`src/rsci_pkg.sv`:
```
// rsci_pkg.sv: constants, field layout and state type of the strap block
// assumes: one 50 MHz clock; ahb-lite register window of 256 bytes

package rsci_pkg;

  // ******************************************************************
  // timing
  // ******************************************************************
  localparam int unsigned CLK_PERIOD_NS = 20;
  // shortest reset pulse the board must give; nothing inside measures it
  localparam int unsigned RST_MIN_NS    = 1000;
  localparam int unsigned RST_MIN_CYC   =
    (RST_MIN_NS + CLK_PERIOD_NS - 1) / CLK_PERIOD_NS;

  // ******************************************************************
  // synchroniser bundle layout
  // ******************************************************************
  localparam int SYN_PIN      = 0;
  localparam int SYN_STRAP_HI = 1;
  localparam int SYN_SEL_LO   = 2;
  localparam int SYN_SEL_MID  = 3;
  localparam int SYN_SEL_HI   = 4;
  localparam int SYN_SUPPLY   = 5;
  localparam int SYN_W        = 6;
  localparam int SEL_W        = 3;

  // ******************************************************************
  // configuration method and fixed-device codes
  // ******************************************************************
  localparam logic [2:0] CFG_DEFAULT     = 3'h0;
  localparam logic [2:0] CFG_SMBUS       = 3'h1;
  localparam logic [2:0] CFG_DEFAULT_BUS = 3'h2;
  localparam logic [6:0] SMB_SLAVE_ADDR  = 7'h2c;
  localparam logic [1:0] FIX_NONE        = 2'h0;
  localparam logic [1:0] FIX_P1          = 2'h1;
  localparam logic [1:0] FIX_P12         = 2'h2;
  localparam logic [1:0] FIX_P123        = 2'h3;
  localparam int         FIX_POL_BIT     = 0;
  localparam logic [2:0] NONREM_NONE     = 3'h0;
  localparam logic [2:0] NONREM_P1       = 3'h1;
  localparam logic [2:0] NONREM_P12      = 3'h3;
  localparam logic [2:0] NONREM_P123     = 3'h7;

  // ******************************************************************
  // bus and register map
  // ******************************************************************
  localparam int         HTRANS_ACT_BIT = 1;
  localparam logic [2:0] HSIZE_WORD     = 3'h2;
  localparam logic       HRESP_OKAY     = 1'h0;
  localparam int         OFS_W          = 8;
  localparam logic [7:0] OFS_CTRL       = 8'h00;
  localparam logic [7:0] OFS_STATUS     = 8'h04;
  localparam logic [7:0] OFS_SMB        = 8'h08;
  localparam logic [31:0] ZERO_WORD     = 32'h0000_0000;
  localparam int CTRL_CONF_BIT   = 0;
  localparam int CTRL_SUSP_BIT   = 1;
  localparam int ST_CFG_LSB      = 0;
  localparam int ST_FIX_LSB      = 3;
  localparam int ST_STRAPEN_BIT  = 5;
  localparam int ST_NONREM_LSB   = 6;
  localparam int ST_POLLOW_BIT   = 9;
  localparam int ST_SELFPWR_BIT  = 10;
  localparam int ST_DONE_BIT     = 11;
  localparam int ST_SMB_BIT      = 12;
  localparam int ST_LED_BIT      = 13;
  localparam int ST_SUPPLY_BIT   = 14;
  localparam int SMB_ADDR_LSB    = 0;
  localparam int SMB_EN_BIT      = 7;

  typedef enum logic [1:0] {
    RSCI_HOLD,
    RSCI_CAPTURE,
    RSCI_RUN
  } rsci_state_t;

endpackage

```
`src/rsci_sync_if.sv`:
```
// rsci_sync_if.sv: bundle of asynchronous levels and their synced copies
// assumes: one synchroniser drives sync_out, one user drives async_in
`timescale 1ns/1ps

interface rsci_sync_if #(
  parameter int W = 1
) ();
  logic [W-1:0] async_in;
  logic [W-1:0] sync_out;
  modport sync_mp (input async_in, output sync_out);
  modport user_mp (output async_in, input sync_out);
endinterface

```
`src/rsci_sync.sv`:
```
// rsci_sync.sv: two-stage synchroniser for a bundle of pin levels
// assumes: inputs change freely against sys_clk; rstn asynchronous
`timescale 1ns/1ps

module rsci_sync #(
  parameter int W = 1
) (
  input wire logic    sys_clk,
  input wire logic    rstn,
  rsci_sync_if.sync_mp port
);
  logic [W-1:0] stage_a;
  logic [W-1:0] stage_b;

  // stage_a is read by stage_b alone: it may still be metastable
  always_ff @(posedge sys_clk or negedge rstn) begin
    if (!rstn) begin
      stage_a <= '0;
      stage_b <= '0;
    end else begin
      stage_a <= port.async_in;
      stage_b <= stage_a;
    end
  end

  assign port.sync_out = stage_b;
endmodule

```
`src/rsci_strap_capture.sv`:
```
// rsci_strap_capture.sv: strap capture at reset release, config method
// decode, shared status pin and its ahb-lite register window
// assumes: strap and supply inputs are asynchronous pins; the pad ring
// resolves the shared pin from hub_active_led_oe; hsel covers 256 bytes
// ********************************************************************
// Overview of operation
// latch high config select at reset release
// missing high select pin reads as zero
// board supplies the reference clock
// reset input low holds all logic reset
// board holds external reset low long enough
// internal reset held until supplies stable
// indicator active only configured and awake
// shared pin low means bus powered
// fixed-device straps sampled only when enabled
// code 00: all removable, indicator active high
// code 01: port 1 fixed, active low
// code 10: ports 1-2 fixed, active high
// code 11: ports 1-3 fixed, active low
// three select pins form method code
// method 000: defaults with straps enabled
// method 001: management slave, straps off
// captured values frozen until next reset
// shared pin undriven until straps sampled
// ********************************************************************
//
// The register offsets and the AHB-Lite slave port were left to the implementer.
`timescale 1ns/1ps

module rsci_strap_capture #(
  parameter bit HAS_SEL_HI = 1'b1
) (
  input  wire logic        sys_clk,
  input  wire logic        rstn,
  input  wire logic        supply_stable,
  input  wire logic        config_method_select_hi,
  input  wire logic        config_method_select_mid,
  input  wire logic        config_method_select_lo,
  input  wire logic        fixed_device_strap_hi,
  input  wire logic        self_power_detect,
  output logic             hub_active_led,
  output logic             hub_active_led_oe,
  output logic [2:0]       config_method,
  output logic [1:0]       fixed_device_code,
  output logic [2:0]       non_removable_ports,
  output logic             led_active_low,
  output logic             self_power,
  output logic             smbus_slave_mode,
  output logic             strap_enable,
  output logic             capture_done,
  input  wire logic        hsel,
  input  wire logic [31:0] haddr,
  input  wire logic [1:0]  htrans,
  input  wire logic        hwrite,
  input  wire logic [2:0]  hsize,
  input  wire logic [31:0] hwdata,
  input  wire logic        hready,
  output logic             hreadyout,
  output logic             hresp,
  output logic [31:0]      hrdata
);

  // ******************************************************************
  // input synchronisers
  // ******************************************************************
  rsci_sync_if #(.W(rsci_pkg::SYN_W)) pins ();

  logic [rsci_pkg::SYN_W-1:0] pin_sync;
  logic                       sel_hi_eff;
  logic                       supply_ok;
  logic [2:0]                 sel_now;
  logic                       strap_hi_now;
  logic                       strap_lo_now;

  // a package without the pin ties it low before the synchroniser
  assign sel_hi_eff = HAS_SEL_HI ? config_method_select_hi : 1'h0;

  assign pins.async_in = {supply_stable,
                          sel_hi_eff,
                          config_method_select_mid,
                          config_method_select_lo,
                          fixed_device_strap_hi,
                          self_power_detect};

  rsci_sync #(.W(rsci_pkg::SYN_W)) u_sync (
    .sys_clk (sys_clk),
    .rstn    (rstn),
    .port    (pins.sync_mp)
  );

  assign pin_sync     = pins.sync_out;
  assign supply_ok    = pin_sync[rsci_pkg::SYN_SUPPLY];
  assign sel_now      = pin_sync[rsci_pkg::SYN_SEL_HI -: rsci_pkg::SEL_W];
  assign strap_hi_now = pin_sync[rsci_pkg::SYN_STRAP_HI];
  assign strap_lo_now = pin_sync[rsci_pkg::SYN_PIN];

  // ******************************************************************
  // method decode and strap code ahead of capture
  // ******************************************************************
  logic       strap_en_now;
  logic       smb_now;
  logic [1:0] fix_now;
  logic [2:0] nonrem_now;
  logic       selfpwr_now;

  assign strap_en_now = (sel_now == rsci_pkg::CFG_DEFAULT)
                      | (sel_now == rsci_pkg::CFG_DEFAULT_BUS);
  assign smb_now      = (sel_now == rsci_pkg::CFG_SMBUS);
  // straps off: fall back to all removable, indicator active high
  assign fix_now      = strap_en_now ? {strap_hi_now, strap_lo_now}
                                     : rsci_pkg::FIX_NONE;
  assign nonrem_now   =
    (fix_now == rsci_pkg::FIX_P123) ? rsci_pkg::NONREM_P123 :
    (fix_now == rsci_pkg::FIX_P12)  ? rsci_pkg::NONREM_P12  :
    (fix_now == rsci_pkg::FIX_P1)   ? rsci_pkg::NONREM_P1   :
                                      rsci_pkg::NONREM_NONE;
  // bus-powered method forces bus power whatever the pin reads
  assign selfpwr_now  = strap_lo_now
                      & (sel_now != rsci_pkg::CFG_DEFAULT_BUS);

  // ******************************************************************
  // reset release sequence
  // ******************************************************************
  rsci_pkg::rsci_state_t state;
  rsci_pkg::rsci_state_t next_state;

  // supply_ok rises two edges after release, so the other synced pins
  // have settled by then; capture lands two edges after that rise
  always_comb begin
    next_state = state;
    case (state)
      rsci_pkg::RSCI_HOLD: begin
        if (supply_ok) begin
          next_state = rsci_pkg::RSCI_CAPTURE;
        end
      end
      rsci_pkg::RSCI_CAPTURE: begin
        next_state = rsci_pkg::RSCI_RUN;
      end
      rsci_pkg::RSCI_RUN: begin
        next_state = rsci_pkg::RSCI_RUN;
      end
      default: begin
        next_state = rsci_pkg::RSCI_HOLD;
      end
    endcase
    if (!supply_ok) begin
      next_state = rsci_pkg::RSCI_HOLD;
    end
  end

  // external reset pulse width is the board's job
  always_ff @(posedge sys_clk or negedge rstn) begin
    if (!rstn) begin
      state <= rsci_pkg::RSCI_HOLD;
    end else begin
      state <= next_state;
    end
  end

  // ******************************************************************
  // captured straps
  // ******************************************************************
  // loaded once per reset and again after each supply loss; pin changes afterwards never reach them
  always_ff @(posedge sys_clk or negedge rstn) begin
    if (!rstn) begin
      config_method       <= rsci_pkg::CFG_DEFAULT;
      fixed_device_code   <= rsci_pkg::FIX_NONE;
      non_removable_ports <= rsci_pkg::NONREM_NONE;
      led_active_low      <= 1'h0;
      self_power          <= 1'h0;
      smbus_slave_mode    <= 1'h0;
      strap_enable        <= 1'h0;
      capture_done        <= 1'h0;
    end else if (state == rsci_pkg::RSCI_HOLD) begin
      config_method       <= rsci_pkg::CFG_DEFAULT;
      fixed_device_code   <= rsci_pkg::FIX_NONE;
      non_removable_ports <= rsci_pkg::NONREM_NONE;
      led_active_low      <= 1'h0;
      self_power          <= 1'h0;
      smbus_slave_mode    <= 1'h0;
      strap_enable        <= 1'h0;
      capture_done        <= 1'h0;
    end else if (state == rsci_pkg::RSCI_CAPTURE) begin
      config_method       <= sel_now;
      fixed_device_code   <= fix_now;
      non_removable_ports <= nonrem_now;
      led_active_low      <= fix_now[rsci_pkg::FIX_POL_BIT];
      self_power          <= selfpwr_now;
      smbus_slave_mode    <= smb_now;
      strap_enable        <= strap_en_now;
      capture_done        <= 1'h1;
    end
  end

  // ******************************************************************
  // hub state bits and shared indicator pin
  // ******************************************************************
  logic hub_configured;
  logic hub_suspended;
  logic led_on;
  logic next_led;

  assign led_on   = (state == rsci_pkg::RSCI_RUN)
                  & hub_configured & ~hub_suspended;
  assign next_led = led_on ^ led_active_low;

  // pin stays an input until the straps are in, so a strap resistor
  // is never fought by our own driver
  always_ff @(posedge sys_clk or negedge rstn) begin
    if (!rstn) begin
      hub_active_led    <= 1'h0;
      hub_active_led_oe <= 1'h0;
    end else begin
      hub_active_led    <= next_led;
      hub_active_led_oe <= (state == rsci_pkg::RSCI_RUN);
    end
  end

  // ******************************************************************
  // ahb-lite slave: zero wait states, always okay
  // ******************************************************************
  logic                       ahb_take;
  logic                       ahb_word;
  logic [rsci_pkg::OFS_W-1:0] ahb_ofs;
  logic                       wr_pend;
  logic [rsci_pkg::OFS_W-1:0] wr_ofs;
  logic                       wr_ctrl;
  logic [31:0]                ctrl_word;
  logic [31:0]                status_word;
  logic [31:0]                smb_word;
  logic [31:0]                rd_value;

  assign hreadyout = 1'h1;
  assign hresp     = rsci_pkg::HRESP_OKAY;
  assign ahb_take  = hsel & htrans[rsci_pkg::HTRANS_ACT_BIT] & hready;
  assign ahb_word  = (hsize == rsci_pkg::HSIZE_WORD);
  assign ahb_ofs   = haddr[rsci_pkg::OFS_W-1:0];
  // hub state bits only take writes once the straps are in
  assign wr_ctrl   = wr_pend & (wr_ofs == rsci_pkg::OFS_CTRL)
                   & (state == rsci_pkg::RSCI_RUN);

  always_ff @(posedge sys_clk or negedge rstn) begin
    if (!rstn) begin
      wr_pend <= 1'h0;
      wr_ofs  <= rsci_pkg::OFS_CTRL;
    end else begin
      wr_pend <= ahb_take & hwrite & ahb_word;
      wr_ofs  <= ahb_ofs;
    end
  end

  always_ff @(posedge sys_clk or negedge rstn) begin
    if (!rstn) begin
      hub_configured <= 1'h0;
      hub_suspended  <= 1'h0;
    end else if (state != rsci_pkg::RSCI_RUN) begin
      hub_configured <= 1'h0;
      hub_suspended  <= 1'h0;
    end else if (wr_ctrl) begin
      hub_configured <= hwdata[rsci_pkg::CTRL_CONF_BIT];
      hub_suspended  <= hwdata[rsci_pkg::CTRL_SUSP_BIT];
    end
  end

  always_comb begin
    ctrl_word = rsci_pkg::ZERO_WORD;
    // a read right behind a write sees the value being written
    if (wr_ctrl) begin
      ctrl_word[rsci_pkg::CTRL_CONF_BIT] = hwdata[rsci_pkg::CTRL_CONF_BIT];
      ctrl_word[rsci_pkg::CTRL_SUSP_BIT] = hwdata[rsci_pkg::CTRL_SUSP_BIT];
    end else begin
      ctrl_word[rsci_pkg::CTRL_CONF_BIT] = hub_configured;
      ctrl_word[rsci_pkg::CTRL_SUSP_BIT] = hub_suspended;
    end
  end

  always_comb begin
    status_word = rsci_pkg::ZERO_WORD;
    status_word[rsci_pkg::ST_CFG_LSB +: 3]    = config_method;
    status_word[rsci_pkg::ST_FIX_LSB +: 2]    = fixed_device_code;
    status_word[rsci_pkg::ST_STRAPEN_BIT]     = strap_enable;
    status_word[rsci_pkg::ST_NONREM_LSB +: 3] = non_removable_ports;
    status_word[rsci_pkg::ST_POLLOW_BIT]      = led_active_low;
    status_word[rsci_pkg::ST_SELFPWR_BIT]     = self_power;
    status_word[rsci_pkg::ST_DONE_BIT]        = capture_done;
    status_word[rsci_pkg::ST_SMB_BIT]         = smbus_slave_mode;
    status_word[rsci_pkg::ST_LED_BIT]         = hub_active_led;
    status_word[rsci_pkg::ST_SUPPLY_BIT]      = supply_ok;
  end

  always_comb begin
    smb_word = rsci_pkg::ZERO_WORD;
    if (smbus_slave_mode) begin
      smb_word[rsci_pkg::SMB_ADDR_LSB +: 7] = rsci_pkg::SMB_SLAVE_ADDR;
      smb_word[rsci_pkg::SMB_EN_BIT]        = 1'h1;
    end
  end

  assign rd_value =
    (ahb_ofs == rsci_pkg::OFS_CTRL)   ? ctrl_word   :
    (ahb_ofs == rsci_pkg::OFS_STATUS) ? status_word :
    (ahb_ofs == rsci_pkg::OFS_SMB)    ? smb_word    :
                                        rsci_pkg::ZERO_WORD;

  // read data taken at the address phase, shown through the data phase
  always_ff @(posedge sys_clk or negedge rstn) begin
    if (!rstn) begin
      hrdata <= rsci_pkg::ZERO_WORD;
    end else if (ahb_take & ~hwrite) begin
      hrdata <= rd_value;
    end
  end
endmodule

```
`config.mk`:
```
export PLATFORM = sky130hd
export DESIGN_NAME = rsci_strap_capture
export DESIGN_NICKNAME = d
export VERILOG_FILES = /design/src/rsci_pkg.sv /design/src/rsci_sync_if.sv /design/src/rsci_sync.sv /design/src/rsci_strap_capture.sv
export SDC_FILE = /design/constraint.sdc
export NUM_CORES = 1
export LEC_CHECK = 0
export BUFFER_PORTS_ARGS = -buffer_cell sky130_fd_sc_hd__buf_2
export CORE_MARGIN = 2
export CORE_UTILIZATION = 45
export DETAILED_ROUTE_END_ITERATION = 16
export GPL_TIMING_DRIVEN = 0
export PLACE_DENSITY = 0.83
export SYNTH_ARGS = -nofsm -noshare
export SYNTH_HDL_FRONTEND = slang
export SYNTH_SLANG_ARGS = --single-unit
```
`constraint.sdc`:
```
create_clock -name sys_clk -period 2.6 [get_ports sys_clk]
set_input_delay 0.39 -clock sys_clk [delete_from_list [all_inputs] [get_ports sys_clk]]
set_output_delay 0.39 -clock sys_clk [all_outputs]
set_load 0.03 [all_outputs]
```
==> reports/results.ini <==
[power_and_ir_drop]
worst_ir_drop_vdd_mv=0.310
p_total_mw=1.62
leakagePower_nw=1.42
power_density_nw_per_um2=619

[sta]
fin_skew_ns=0.00619
finalSetupViolations=0
tightestPinTransition_ns=1.12
drv_slew=0
timing.fmax_mhz=659
final.setup.tns_ns=0
layout_worst_path_cycle_share=0.584
rsz0062_at_grt=no
relSlewSlack=0.255
finalCriticalPeriod_ns=1.52
final_hold_viol_count=0

[cts]
numClockSinks=53
cts_max_level=2
clk_root_buffer_cell=clkbuf_8
tritoncts=built
numCtsBuffers=5
clk_pin_slew_worst_paths_ns=0.09
post-cts-setup-buffer-count=0
cts-root-to-sink-buffers=2
postCtsHoldBufs=0
clock_insertion_delay_worst_skew_ns=0.30
cts_resized=0

[worst_setup_path]
crit_path_start=state[1]
regToRegEndpoint=config_method[0]
timing.critical_path.to=config_method[0]
regToRegSetupSlack_ns=1.08
library_cell_contributing_the_largest_single_delay_on_the_critical_path=dfrtp_1
cp_class=reg2reg
number_of_cell_instances_on_the_worst_register_to_register_path=6
cp-end-kind=register
cp_max_fo=10
worstPathCellList=inv_1 -> ha_1 -> clkbuf_1 -> buf_2 -> mux2i_1 -> nor2_1
critPathLaunchType=register
critical_path.reg2reg.startpoint=state[1]
slowest_delay_ns=0.39
worst-endpoint-required_ns=2.78
worst-endpoint-arrival_ns=1.70

[floorplanning]
core.rowCount=25
top_level_ports=129
die_height_microns=72.8
coreArea_sq_um=4630
die_width_microns=72.8
design.die.area_sq_um=5290
floorplan.initialDensity=0.459

[synth]
dominantRegCellSynth=dfrtp_1
yosysTopAreaCellShare=0.624
postSynthRegisterBits=53
ys_seq_area_frac=0.624
synth.most_common_cell=dfrtp_1
ys.warnings.count=0
netlist.top_cell.by_area=dfrtp_1
post_syn_area_sq_um=2130
netlist_top_cells_count=dfrtp_1, buf_4, nor2_1
async_flop_share=1.00
postSynthCellCount=174
syn_area_per_cell_sq_um=12.2
synth.distinct_cells=31
synth_enable_flop_cells=0
netlist_top_cells_area=dfrtp_1, buf_4, mux2i_1

[status]
outcome=finished, final reports clean

[finish]
syn2layout_area_growth_pct=23.1
antenna_cells_inserted=0
layout.core_utilization=0.566
combined_area_of_the_multi_input_logic_cells_sq_um=671
area.sequential_sq_um=1330
layout-drive-gt1-share=0.345
final_nets=335
layout.filler_cells=398

[drt]
avgViaCountPerCell=4.52
drtIter0Drc=89
remaining_drc_errors=0
dr_total_vias=1383
drt-wirelength-per-cell_microns=12.2
total_detailed_routing_wirelength_microns=3730
drtAntennaViolNets=0
drt_first_pass_iters=4

[grt]
grt_max_degree=54
grt_pass1_wl_microns=6240
initial_antenna_violation_count=0
via_count_of_the_first_global_routing_pass=1287
globalRoute.totalOverflow=0
track_usage=0.157

[placement]
global_placer_s_final_weighted_congestion=0.706
port-buffer-count=54
detailed_place_hpwl_microns=2780

[job]
max_cap_viol_count=0

[worst_hold_path]
hold_path_class=in2reg

==> cell families (layout without fill, tap and decap cells) <==
group,count (synthesis),after routing,synth area share
AO/OA/AOI/OAI,24,24,0.0771
other,2,19,0.00353
adder cells (fa/ha/maj),3,3,0.0176
buffers and inverters,30,91,0.0912
AND/OR/NAND/NOR,52,52,0.141
multiplexers,9,9,0.0424
XOR/XNOR,1,1,0.00412
flip-flops,53,53,0.624
==> flip-flops by register name, indices dropped and copies added, names as in the netlist <==
register              cells
hub_active_led_oe         1
strap_enable              1
hub_active_led            1
self_power                1
config_method             3
hrdata                   15
smbus_slave_mode          1
state                     2
capture_done              1
fixed_device_code         1
wr_pend                   1
hub_configured            1
non_removable_ports       3
u_sync.port.sync_out      6
u_sync.stage_a            6
hub_suspended             1
wr_ofs                    8
==> final cells by class <==
type | count | area share
flip-flops and latches | 53 | 0.506
multi-input cells | 108 | 0.256
repair buffers | 54 | 0.103
plain buffers | 26 | 0.0683
clock buffers | 6 | 0.0315
well taps | 54 | 0.0258
inverters | 4 | 0.00573
clock inverters | 1 | 0.00287
==> critical path: cells and delay by family, from the launching register on <==
| kind | cells | cell delay, ns |
|---|---|---|
| flip-flops | 1 | 0.39 |
| AND/OR/NAND/NOR | 1 | 0.05 |
| adder cells (fa/ha/maj) | 1 | 0.13 |
| multiplexers | 1 | 0.21 |
| buffers and inverters | 3 | 0.63 |
==> worst min-delay path by stage <==
stage	startpoint	to	slack, ns	cells after the start
floorplan	rstn	capture_done	0.09	0
CTS	config_method_select_hi	u_sync.stage_a[4]	0.18	1
global route	supply_stable	u_sync.stage_a[5]	0.18	1
global placement	u_sync.stage_a[3]	u_sync.port.sync_out[3]	0.33	0
finish	self_power_detect	u_sync.stage_a[0]	0.19	1
detailed placement	u_sync.stage_a[3]	u_sync.port.sync_out[3]	0.33	0
==> per-layer routing <==
metal  GRT usage  vias up  wire length (microns)  part of all wire
met2       0.224       46                   1670              0.45
met4      0.0658        0                     57             0.015
met1       0.217      621                   1720              0.46
li1            -      709                      -                 -
met5           0        -                      0                 0
met3      0.0594        7                    287             0.077
==> power by group <==
group,switching [mW],internal [mW],leakage (nW)
combinational,0.175,0.0903,0.684
sequential,0.0261,0.865,0.689
clock,0.254,0.211,0.0433
total,0.456,1.17,1.42
==> layout by cell type (no fill, tap or decap), drive strengths merged, types with 9 or more instances in the layout <==
cell,n
a22o,9
conb,19
nor2,15
nand2,9
buf,77
clkbuf,9
mux2i,9
dfrtp,53
==> per-stage QoR <==
stage	hold slack [ns]	setup WS, ns	instance area (sq um)	cells
3_3_place_gp	0.334	0.976	2530	299
5_1_grt	0.176	0.894	2620	306
2_1_floorplan	0.0944	1.23	2190	191
3_5_place_dp	0.335	0.920	2530	299
4_1_cts	0.179	1.07	2620	306
6_report	0.188	1.08	2620	306
Power figures use the tool's default switching activity.
